**config.mk**
```make
export PLATFORM = sky130hd
export DESIGN_NAME = cwd_core
export DESIGN_NICKNAME = d
export VERILOG_FILES = /design/src/hw/cwd_pkg.sv /design/src/hw/cwd_tick_if.sv /design/src/hw/cwd_core.sv /design/src/hw/cwd_prescaler.sv
export SDC_FILE = /design/constraint.sdc
export NUM_CORES = 1
export LEC_CHECK = 0
export BUFFER_PORTS_ARGS = -buffer_cell sky130_fd_sc_hd__buf_2
export CAP_MARGIN = 20
export CORE_MARGIN = 2
export CORE_UTILIZATION = 54
export CTS_BUF_LIST = sky130_fd_sc_hd__clkbuf_8
export CTS_CLUSTER_DIAMETER = 60
export DETAILED_ROUTE_END_ITERATION = 8
export PLACE_DENSITY = 0.74
export SLEW_MARGIN = 20
export SYNTH_ARGS = -nofsm -noshare
export SYNTH_HDL_FRONTEND = slang
export SYNTH_HIERARCHICAL = 1
export SYNTH_SLANG_ARGS = --single-unit
export TNS_END_PERCENT = 1
```
**constraint.sdc**
```tcl
create_clock -name clock_i -period 2.19 [get_ports clock_i]
set_clock_uncertainty 0.05 [all_clocks]
set_input_delay 0.438 -clock clock_i [delete_from_list [all_inputs] [get_ports clock_i]]
set_output_delay 0.438 -clock clock_i [all_outputs]
set_load 0.05 [all_outputs]
```
**src/hw/cwd_pkg.sv**
```systemverilog
/*
 * Package for the countdown watchdog: service codes, unit selections, reset values.
 * Assumes a single 250 MHz system clock shared by all users of the package.
 */
package cwd_pkg;

    // ------------------------------------------------------------
    // Service request codes
    // ------------------------------------------------------------
    localparam logic [7:0] CWD_FUNC_CODE = 8'h6f;
    localparam logic [7:0] CWD_SUB_SET_PERIOD = 8'h02;

    // ------------------------------------------------------------
    // Count and timing
    // ------------------------------------------------------------
    localparam int CWD_COUNT_W = 8;
    localparam logic [7:0] CWD_COUNT_RST = 8'h00;
    localparam int CWD_CLK_MHZ = 250;
    localparam int CWD_SECOND_US = 1000000;
    localparam int CWD_MINUTE_S = 60;
    localparam int CWD_SECOND_CYC = CWD_SECOND_US * CWD_CLK_MHZ;
    localparam int CWD_MINUTE_CYC_DIV = CWD_MINUTE_S;

    // ------------------------------------------------------------
    // Time unit selection
    // ------------------------------------------------------------
    typedef enum logic [0:0] {
        CWD_UNIT_SECOND = 1'b0,
        CWD_UNIT_MINUTE = 1'b1
    } cwd_unit_t;

    // ------------------------------------------------------------
    // Recovery action selection
    // ------------------------------------------------------------
    typedef enum logic [0:0] {
        CWD_ACT_RESET = 1'b0,
        CWD_ACT_NMI = 1'b1
    } cwd_action_t;

    // ------------------------------------------------------------
    // Counter states
    // ------------------------------------------------------------
    typedef enum logic [1:0] {
        CWD_ST_IDLE = 2'b01,
        CWD_ST_RUN = 2'b10
    } cwd_state_t;

endpackage : cwd_pkg

```
**src/hw/cwd_tick_if.sv**
```systemverilog
/*
 * Interface carrying the unit tick between the prescaler and the core.
 * Assumes both ends share clock_i.
 */
`timescale 1ns/1ps
interface cwd_tick_if;
    logic restart;
    logic unit_tick;
    cwd_pkg::cwd_unit_t unit_sel;

    modport core (output restart, output unit_sel, input unit_tick);
    modport pre (input restart, input unit_sel, output unit_tick);
endinterface : cwd_tick_if
```
**src/hw/cwd_core.sv**
```systemverilog
/*
 * Countdown watchdog core: takes period loads from the firmware service path,
 * counts down in configured units and raises a recovery pulse on expiry.
 * Assumes all inputs are synchronous to clock_i; unit and action selects are static setup.
 */
`timescale 1ns/1ps
module cwd_core #(
    parameter int COUNT_W = cwd_pkg::CWD_COUNT_W,
    parameter int SECOND_CYC = cwd_pkg::CWD_SECOND_CYC
) (
    // Clock and reset
    input wire logic clock_i,
    input wire logic sys_rst_i,
    input wire logic clk_en_i,
    // Firmware service request
    input wire logic svc_req_i,
    input wire logic [7:0] svc_func_i,
    input wire logic [7:0] svc_sub_i,
    input wire logic [COUNT_W-1:0] svc_value_i,
    // Setup options
    input wire logic unit_sel_i,
    input wire logic action_sel_i,
    // Status and recovery
    output logic svc_ack_o,
    output logic running_o,
    output logic [COUNT_W-1:0] count_o,
    output logic cold_reset_o,
    output logic nmi_o
);

    // ------------------------------------------------------------
    // Declarations
    // ------------------------------------------------------------
    cwd_tick_if tick ();
    cwd_pkg::cwd_state_t state_reg;
    cwd_pkg::cwd_state_t state_next;
    logic [COUNT_W-1:0] count_reg;
    logic [COUNT_W-1:0] count_next;
    logic load;
    logic expire;
    logic running_reg;
    logic ack_reg;
    logic cold_reg;
    logic nmi_reg;

    function automatic logic is_period_load(input logic [7:0] func, input logic [7:0] sub);
        return (func == cwd_pkg::CWD_FUNC_CODE) && (sub == cwd_pkg::CWD_SUB_SET_PERIOD);
    endfunction : is_period_load

    assign load = svc_req_i && is_period_load(svc_func_i, svc_sub_i);
    // Expiry when the last unit elapses with count at one; a load in that cycle wins
    assign expire = (state_reg == cwd_pkg::CWD_ST_RUN) && tick.unit_tick &&
                    (count_reg == COUNT_W'(1)) && !load;
    // Restart in the load cycle itself so a tick already due cannot eat the new period
    assign tick.restart = load;
    assign tick.unit_sel = cwd_pkg::cwd_unit_t'(unit_sel_i);

    // ------------------------------------------------------------
    // Unit prescaler
    // ------------------------------------------------------------
    cwd_prescaler #(
        .SECOND_CYC(SECOND_CYC),
        .MINUTE_DIV(cwd_pkg::CWD_MINUTE_CYC_DIV)
    ) u_pre (
        .clock_i(clock_i),
        .sys_rst_i(sys_rst_i),
        .clk_en_i(clk_en_i),
        .tick(tick.pre)
    );

    // ------------------------------------------------------------
    // Next state
    // ------------------------------------------------------------
    always_comb begin
        state_next = state_reg;
        count_next = count_reg;
        case (state_reg)
            cwd_pkg::CWD_ST_IDLE: begin
                if (load && (svc_value_i != '0)) begin
                    state_next = cwd_pkg::CWD_ST_RUN;
                end
                if (load) begin
                    count_next = svc_value_i;
                end
            end
            cwd_pkg::CWD_ST_RUN: begin
                if (load) begin
                    count_next = svc_value_i;
                    if (svc_value_i == '0) begin
                        state_next = cwd_pkg::CWD_ST_IDLE;
                    end
                end else if (tick.unit_tick) begin
                    count_next = count_reg - COUNT_W'(1);
                    if (count_reg == COUNT_W'(1)) begin
                        state_next = cwd_pkg::CWD_ST_IDLE;
                    end
                end
            end
            default: begin
                state_next = cwd_pkg::CWD_ST_IDLE;
                count_next = '0;
            end
        endcase
    end

    // ------------------------------------------------------------
    // Count and state
    // ------------------------------------------------------------
    always_ff @(posedge clock_i or posedge sys_rst_i) begin
        if (sys_rst_i) begin
            state_reg <= cwd_pkg::CWD_ST_IDLE;
            count_reg <= COUNT_W'(cwd_pkg::CWD_COUNT_RST);
            running_reg <= 1'b0;
        end else if (clk_en_i) begin
            state_reg <= state_next;
            count_reg <= count_next;
            running_reg <= (state_next == cwd_pkg::CWD_ST_RUN);
        end
    end

    // ------------------------------------------------------------
    // Acknowledge
    // ------------------------------------------------------------
    always_ff @(posedge clock_i or posedge sys_rst_i) begin
        if (sys_rst_i) begin
            ack_reg <= 1'b0;
        end else if (clk_en_i) begin
            ack_reg <= load;
        end
    end

    // ------------------------------------------------------------
    // Recovery outputs
    // ------------------------------------------------------------
    // One-cycle pulses; the system reset tree stretches the cold reset
    always_ff @(posedge clock_i or posedge sys_rst_i) begin
        if (sys_rst_i) begin
            cold_reg <= 1'b0;
            nmi_reg <= 1'b0;
        end else if (clk_en_i) begin
            cold_reg <= expire && (action_sel_i == cwd_pkg::CWD_ACT_RESET);
            nmi_reg <= expire && (action_sel_i == cwd_pkg::CWD_ACT_NMI);
        end
    end

    assign svc_ack_o = ack_reg;
    assign running_o = running_reg;
    assign count_o = count_reg;
    assign cold_reset_o = cold_reg;
    assign nmi_o = nmi_reg;

endmodule : cwd_core

```
**src/hw/cwd_prescaler.sv**
```systemverilog
/*
 * Unit prescaler: emits one tick per configured time unit.
 * Assumes restart is pulsed on every load so the first unit is a full one.
 */
`timescale 1ns/1ps
module cwd_prescaler #(
    parameter int SECOND_CYC = cwd_pkg::CWD_SECOND_CYC,
    parameter int MINUTE_DIV = cwd_pkg::CWD_MINUTE_CYC_DIV
) (
    // Clock and reset
    input wire logic clock_i,
    input wire logic sys_rst_i,
    input wire logic clk_en_i,
    // Tick link
    cwd_tick_if.pre tick
);

    logic [31:0] sec_cnt_reg;
    logic [7:0] min_cnt_reg;
    logic sec_wrap;
    logic tick_reg;

    assign sec_wrap = (sec_cnt_reg == 32'(SECOND_CYC - 1));
    assign tick.unit_tick = tick_reg;

    // ------------------------------------------------------------
    // Second divider
    // ------------------------------------------------------------
    always_ff @(posedge clock_i or posedge sys_rst_i) begin
        if (sys_rst_i) begin
            sec_cnt_reg <= 32'h0000_0000;
        end else if (clk_en_i) begin
            if (tick.restart || sec_wrap) begin
                sec_cnt_reg <= 32'h0000_0000;
            end else begin
                sec_cnt_reg <= sec_cnt_reg + 32'h0000_0001;
            end
        end
    end

    // ------------------------------------------------------------
    // Minute divider and tick
    // ------------------------------------------------------------
    always_ff @(posedge clock_i or posedge sys_rst_i) begin
        if (sys_rst_i) begin
            min_cnt_reg <= 8'h00;
            tick_reg <= 1'b0;
        end else if (clk_en_i) begin
            tick_reg <= 1'b0;
            if (tick.restart) begin
                min_cnt_reg <= 8'h00;
            end else if (sec_wrap) begin
                if (tick.unit_sel == cwd_pkg::CWD_UNIT_SECOND) begin
                    tick_reg <= 1'b1;
                end else if (min_cnt_reg == 8'(MINUTE_DIV - 1)) begin
                    min_cnt_reg <= 8'h00;
                    tick_reg <= 1'b1;
                end else begin
                    min_cnt_reg <= min_cnt_reg + 8'h01;
                end
            end
        end
    end

endmodule : cwd_prescaler

```
Yosys cells after proc, flatten, opt, wreduce, memory -nomap -nowiden
Index checks and enable logic that the tools add are counted.
{ "op_classes": {"muxes": 19, "bitwise_logic": 1, "reduce_logical": 16, "n_eq_ne": 10, "n_addsub": 3} }
{ "ops": {"columns": ["op", "n"], "rows": [
  ["8-bit two-way mux", 7],
  ["32-bit by 1-bit adder with 32-bit output, second input constant", 1],
  ["32-bit by 28-bit equality test with 1-bit output, second input constant", 1],
  ["32-bit two-way mux", 1],
  ["8-bit one-hot mux with 2 select lines", 1],
  ["2-bit two-way mux", 5],
  ["8-bit by 1-bit adder with 8-bit output, second input constant", 1],
  ["8-bit by 1-bit equality test with 1-bit output, second input constant", 1],
  ["8-bit by 2-bit equality test with 1-bit output, second input constant", 1],
  ["8-bit by 6-bit equality test with 1-bit output, second input constant", 1],
  ["8-bit by 7-bit equality test with 1-bit output, second input constant", 1],
  ["1-bit logical AND", 8],
  ["8-bit logical NOT", 1],
  ["8-bit nonzero test", 1],
  ["8-bit by 1-bit subtractor with 8-bit output, second input constant", 1],
  ["3-bit AND reduction", 2],
  ["2-bit equality test, second input constant", 2],
  ["1-bit two-way mux", 4],
  ["2-bit one-hot mux with 2 select lines", 1],
  ["2-bit nonzero test", 2],
  ["3-bit by 2-bit inequality test with 1-bit output, second input constant", 1],
  ["2-bit by 1-bit equality test with 1-bit output, second input constant", 1],
  ["2-bit inequality test, second input constant", 1],
  ["1-bit logical NOT", 1],
  ["other kinds (2)", 2]
]} }
{ "totals": {"word_cells": 58, "output_inout_bits": 12, "register_bits": 55, "in_bits": 30} }

Longest topological paths before layout
{ "logic_depth": {"word_depth": 7, "mapped_depth": 8, "ltp_nobuf": 8} }

Modules after synthesis
Netlist, hierarchy kept.
{ "by_module_without_submodules": {"columns": ["module", "area_per_inst_um2", "instances", "seq_area_each_um2", "cells_per_inst"], "rows": [
  ["cwd_prescaler", 2282.2, 1, 1026.0, 253],
  ["cwd_core", 1087.3, 1, 351.6, 118]
]} }

Worst setup path before layout
OpenSTA, ideal clock, no wires.
{ "synth_timing": {"path_kind": "in2reg", "from": "input port svc_sub_i[2]", "to": "register u_pre.sec_cnt_reg[10]", "path_buffers": 1, "stages": 7, "required_time_ps": 2019, "setup_slack_ps": -288, "t_arrival_ps": 2307, "cell_sequence": "or3_2 nor4_2 and2_1 clkinv_1 a21oi_2 buf_2 nor2_1"} }
{ "synth_via": {"elab_chain_cells": 5} }
{ "synth_rtl": {"columns": ["item", "line_no", "text"], "rows": [
  ["start, declared", "cwd_core.sv:18", "input wire logic [7:0] svc_sub_i,"],
  ["8-bit by 2-bit equality test with 1-bit output", "cwd_core.sv:47", "return (func == cwd_pkg::CWD_FUNC_CODE) && (sub == cwd_pkg::CWD_SUB_SET_PERIOD);"],
  ["1-bit logical AND", "cwd_core.sv:47", null],
  ["1-bit logical AND", "cwd_core.sv:50", "assign load = svc_req_i && is_period_load(svc_func_i, svc_sub_i);"],
  ["named net load", "cwd_core.sv:39", "logic load;"],
  ["1-bit logical OR", "cwd_prescaler.sv:33", "if (tick.restart || sec_wrap) begin"],
  ["32-bit two-way mux", "cwd_prescaler.sv:33", null],
  ["end signal, assigned", "cwd_prescaler.sv:36", "sec_cnt_reg <= sec_cnt_reg + 32'h0000_0001;"],
  ["end, declared", "cwd_prescaler.sv:18", "logic [31:0] sec_cnt_reg;"]
]} }
The timed path passes the listed nets, and every way through them passes these cells.
A chain may end at the register's enable or synchronous reset.

Worst setup path after layout
{ "layout_timing": {"from": "register u_pre.sec_cnt_reg[1]", "to": "register u_pre.min_cnt_reg[7]"} }
{ "layout_via": {"elab_chain_cells": 3} }
{ "layout_rtl": {"columns": ["item", "line_no", "text"], "rows": [
  ["32-bit by 28-bit equality test with 1-bit output", "cwd_prescaler.sv:23", "assign sec_wrap = (sec_cnt_reg == 32'(SECOND_CYC - 1));"],
  ["2-bit nonzero test (no source line)", null, null],
  ["3-bit AND reduction (no source line)", null, null],
  ["end signal, assigned", "cwd_prescaler.sv:59", "min_cnt_reg <= min_cnt_reg + 8'h01;"],
  ["end, declared", "cwd_prescaler.sv:19", "logic [7:0] min_cnt_reg;"]
]} }
No other way between the ends.

==> flow_metrics.tcl <==
set metrics [dict create \
    design.core.area_sq_um 5991 \
    wl_per_cell_um 15.48 \
    cts_buffer_depth 2 \
    rr_worst_depth 6 \
    power.total_mw 2.171 \
    first_pass_iters 4 \
    seq_area_frac_synth_pct 40.88 \
    grt.total_usage_pct 24.72 \
    ys_types 63 \
    place_inst 532 \
    die_y_um 82.99 \
    crit_top_cell "or3_4" \
    worstSetupPathType "register to register" \
    place_congestion 0.9101 \
    cts_tree "yes" \
    core.rowCount 28 \
    hold_ws_ns 0.1280 \
    worst_path_max_delay_cell "or3_4" \
    clockRootBuffer "clkbuf_8" \
    finalInstanceArea_sq_um 4217 \
    diodes 0 \
    grt_pass1_wl_mm 14.32 \
    crit_required_ns 2.34 \
    grt_pass1_vias 3031 \
    max_freq_ghz 0.4669 \
    portBuffers 41 \
    clk_latency_ns 0.31 \
    ys.flop_type "dfrtp_1" \
    syn-num-nets 407 \
    post-cts-setup-buffer-count 0 \
    clk_pin_slew_worst_paths_ns 0.10 \
    cp.arrival_ns 2.30 \
    period_share_pct 97.79 \
    ant_nets 0 \
    start_kind "register" \
    ios 42 \
    tightestPinTransition_ns 0.7349 \
    htreeDepth 2 \
    ys_warn_count 6 \
    fp.dieW_um 82.99 \
    critPathLaunch "u_pre/sec_cnt_reg[1]" \
    syn_area_per_cell_sq_um 9.082 \
    maxCapViolCount 0 \
    antenna_found_initial 0 \
    outcome "completed" \
    cts_buffers 5 \
    drtIter0Drc 165 \
    timing.final.hold_violations 0 \
    power_density_nw_per_um2 514.9 \
    ys_seq_elements 55 \
    numClockSinks 55 \
    synth-edff-count 0 \
    postSynthCellCount 371 \
    largest_reg_flops 32 \
    place_area_sq_um 4066 \
    vias 3172 \
    slew_violations 0 \
    dp_hpwl_mm 6.124 \
    grt_max_degree 42 \
    fp.dieArea_sq_um 6887 \
    drcViolationCount 0 \
    fin_crit_ns 2.142 \
    crit_path_max_incr_delay_ns 0.43 \
    ir_drop_mv 0.4630 \
    hp-class "primary input to asynchronous set/reset pin" \
    path_max_fanout 4 \
    synthArstFlopShare_pct 100.0 \
    rr_startpoint "u_pre/sec_cnt_reg[1]" \
    p_leak_nw 1.973 \
    via_per_inst 5.874 \
    endpoint_kind "register" \
    layout-drive-gt1-share_pct 28.60 \
    routed_wl_mm 8.357 \
    area_growth_pct 25.14 \
    gr-total-overflow 0 \
    finalSetupViolCount 0 \
    synth_area_sq_um 3369 \
    nets 500 \
    start_util_pct 56.24 \
    fin_cells 540 \
    timing.slew.headroom_pct 50.36 \
    path_cells "ha_2 -> nand4_1 -> or3_4 -> or3_4 -> o311a_1 -> a211o_1" \
]
==> worst max-delay path, delay by kind of cell, from the launching register on <==
kind                       cells  cell delay (ns)
and+or+nand+nor                3             0.88
AOI/OAI and AO/OA              2             0.56
DFF                            1             0.37
adders and majority gates      1             0.18
==> cells in the final DEF (no fill, tap or decap), types with 5 or more instances in the layout <==
| cell | count |
|---|---|
| o21ai_0 | 17 |
| nand2_1 | 41 |
| clkbuf_8 | 5 |
| nor4_1 | 8 |
| dfrtp_1 | 54 |
| or3_1 | 5 |
| nand4_1 | 18 |
| nor2_1 | 36 |
| o211ai_1 | 7 |
| nor3_1 | 7 |
| a21oi_1 | 8 |
| buf_2 | 41 |
| and3_1 | 8 |
| buf_4 | 54 |
| xnor2_1 | 7 |
| ha_1 | 5 |
| xor2_1 | 19 |
| nand3_1 | 16 |
| inv_1 | 24 |
==> layer usage <==
metal  global-route usage, %  share of wire (%)  vias to the layer above
li1                        -                  -                     1544
met1                   35.67                 46                     1520
met2                   39.15                 47                       99
met3                   4.175                5.4                        9
met4                   5.663                1.1                        0
met5                       0                  0                        -
==> synth_stat cells (all sizes together) (4+ instances only) <==
cell    number  area (sq um)
o31ai        4         30.03
and3         8         50.05
o21ai       17         85.08
ha           6         75.07
xor2        19         166.4
nand2       41         153.9
nor4b        4         47.55
and2         4         25.02
nand3       17         85.08
clkbuf       6         22.52
or4          5         41.29
o211ai       7         52.55
nand2b       4         25.02
xnor2        7         61.31
and4         4         35.03
dfrtp       54          1351
inv         22         82.58
nor4        10         75.07
a21oi        9         48.80
nor2        38         142.6
nor3         8         40.04
nand4       18         112.6
or3          9         58.80
buf          5         46.29
==> power breakdown <==
part | switching [mW] | internal, mW
combinational | 0.202 | 0.185
sequential | 0.0435 | 1.07
clock | 0.334 | 0.334
==> cells by family (layout without fill, tap and decap cells) <==
group                    after synthesis  count (layout)  share of synthesized area [%]
flip-flops                            55              55                          40.88
AO/OA/AOI/OAI                         68              68                          15.30
XOR/XNOR                              26              26                          6.758
multiplexers                           2               2                         0.6684
buffers and inverters                 34             128                          4.604
AND/OR/NAND/NOR                      180             180                          29.56
adder cells (fa/ha/maj)                6               6                          2.228
==> path summary, 6_finish.rpt <==
kind	to	slack (ns)
worst min-delay path	running_o	0.13
min in group clock_i	cold_reset_o	0.27
worst max-delay path	u_pre/min_cnt_reg[7]	0.05
worst min register to register	nmi_o	0.47
max in group asynchronous	u_pre/sec_cnt_reg[7]	1.51
worst max register to register	u_pre/min_cnt_reg[7]	0.05
==> what timing repair did <==
action	in CTS	in global routing
pin swaps	1	6
hold buffers	0	0
resized for setup	2	8
hold endpoints to repair	0	0
setup endpoints to repair	3	8
==> through the flow <==
step,setup slack [ns],util (%),TNS (ns)
5_1_grt,-0.01923,70.38,-0.06215
3_3_place_gp,-0.2211,67.88,-3.433
4_1_cts,0.006396,69.84,0
3_5_place_dp,-0.2654,67.88,-3.383
2_1_floorplan,-0.08496,-,-0.7724
6_report,0.04837,70.38,0
==> final cells by class <==
class | count | area (sq um)
clock buffers | 5 | 68.82
multi-input cells | 282 | 1901
inverters | 23 | 87.58
repair buffers | 97 | 650.6
flip-flops and latches | 55 | 1378
fillers | 472 | 1774
clock inverters | 3 | 37.54
well taps | 75 | 93.84
(Power assumes the default switching activity.)
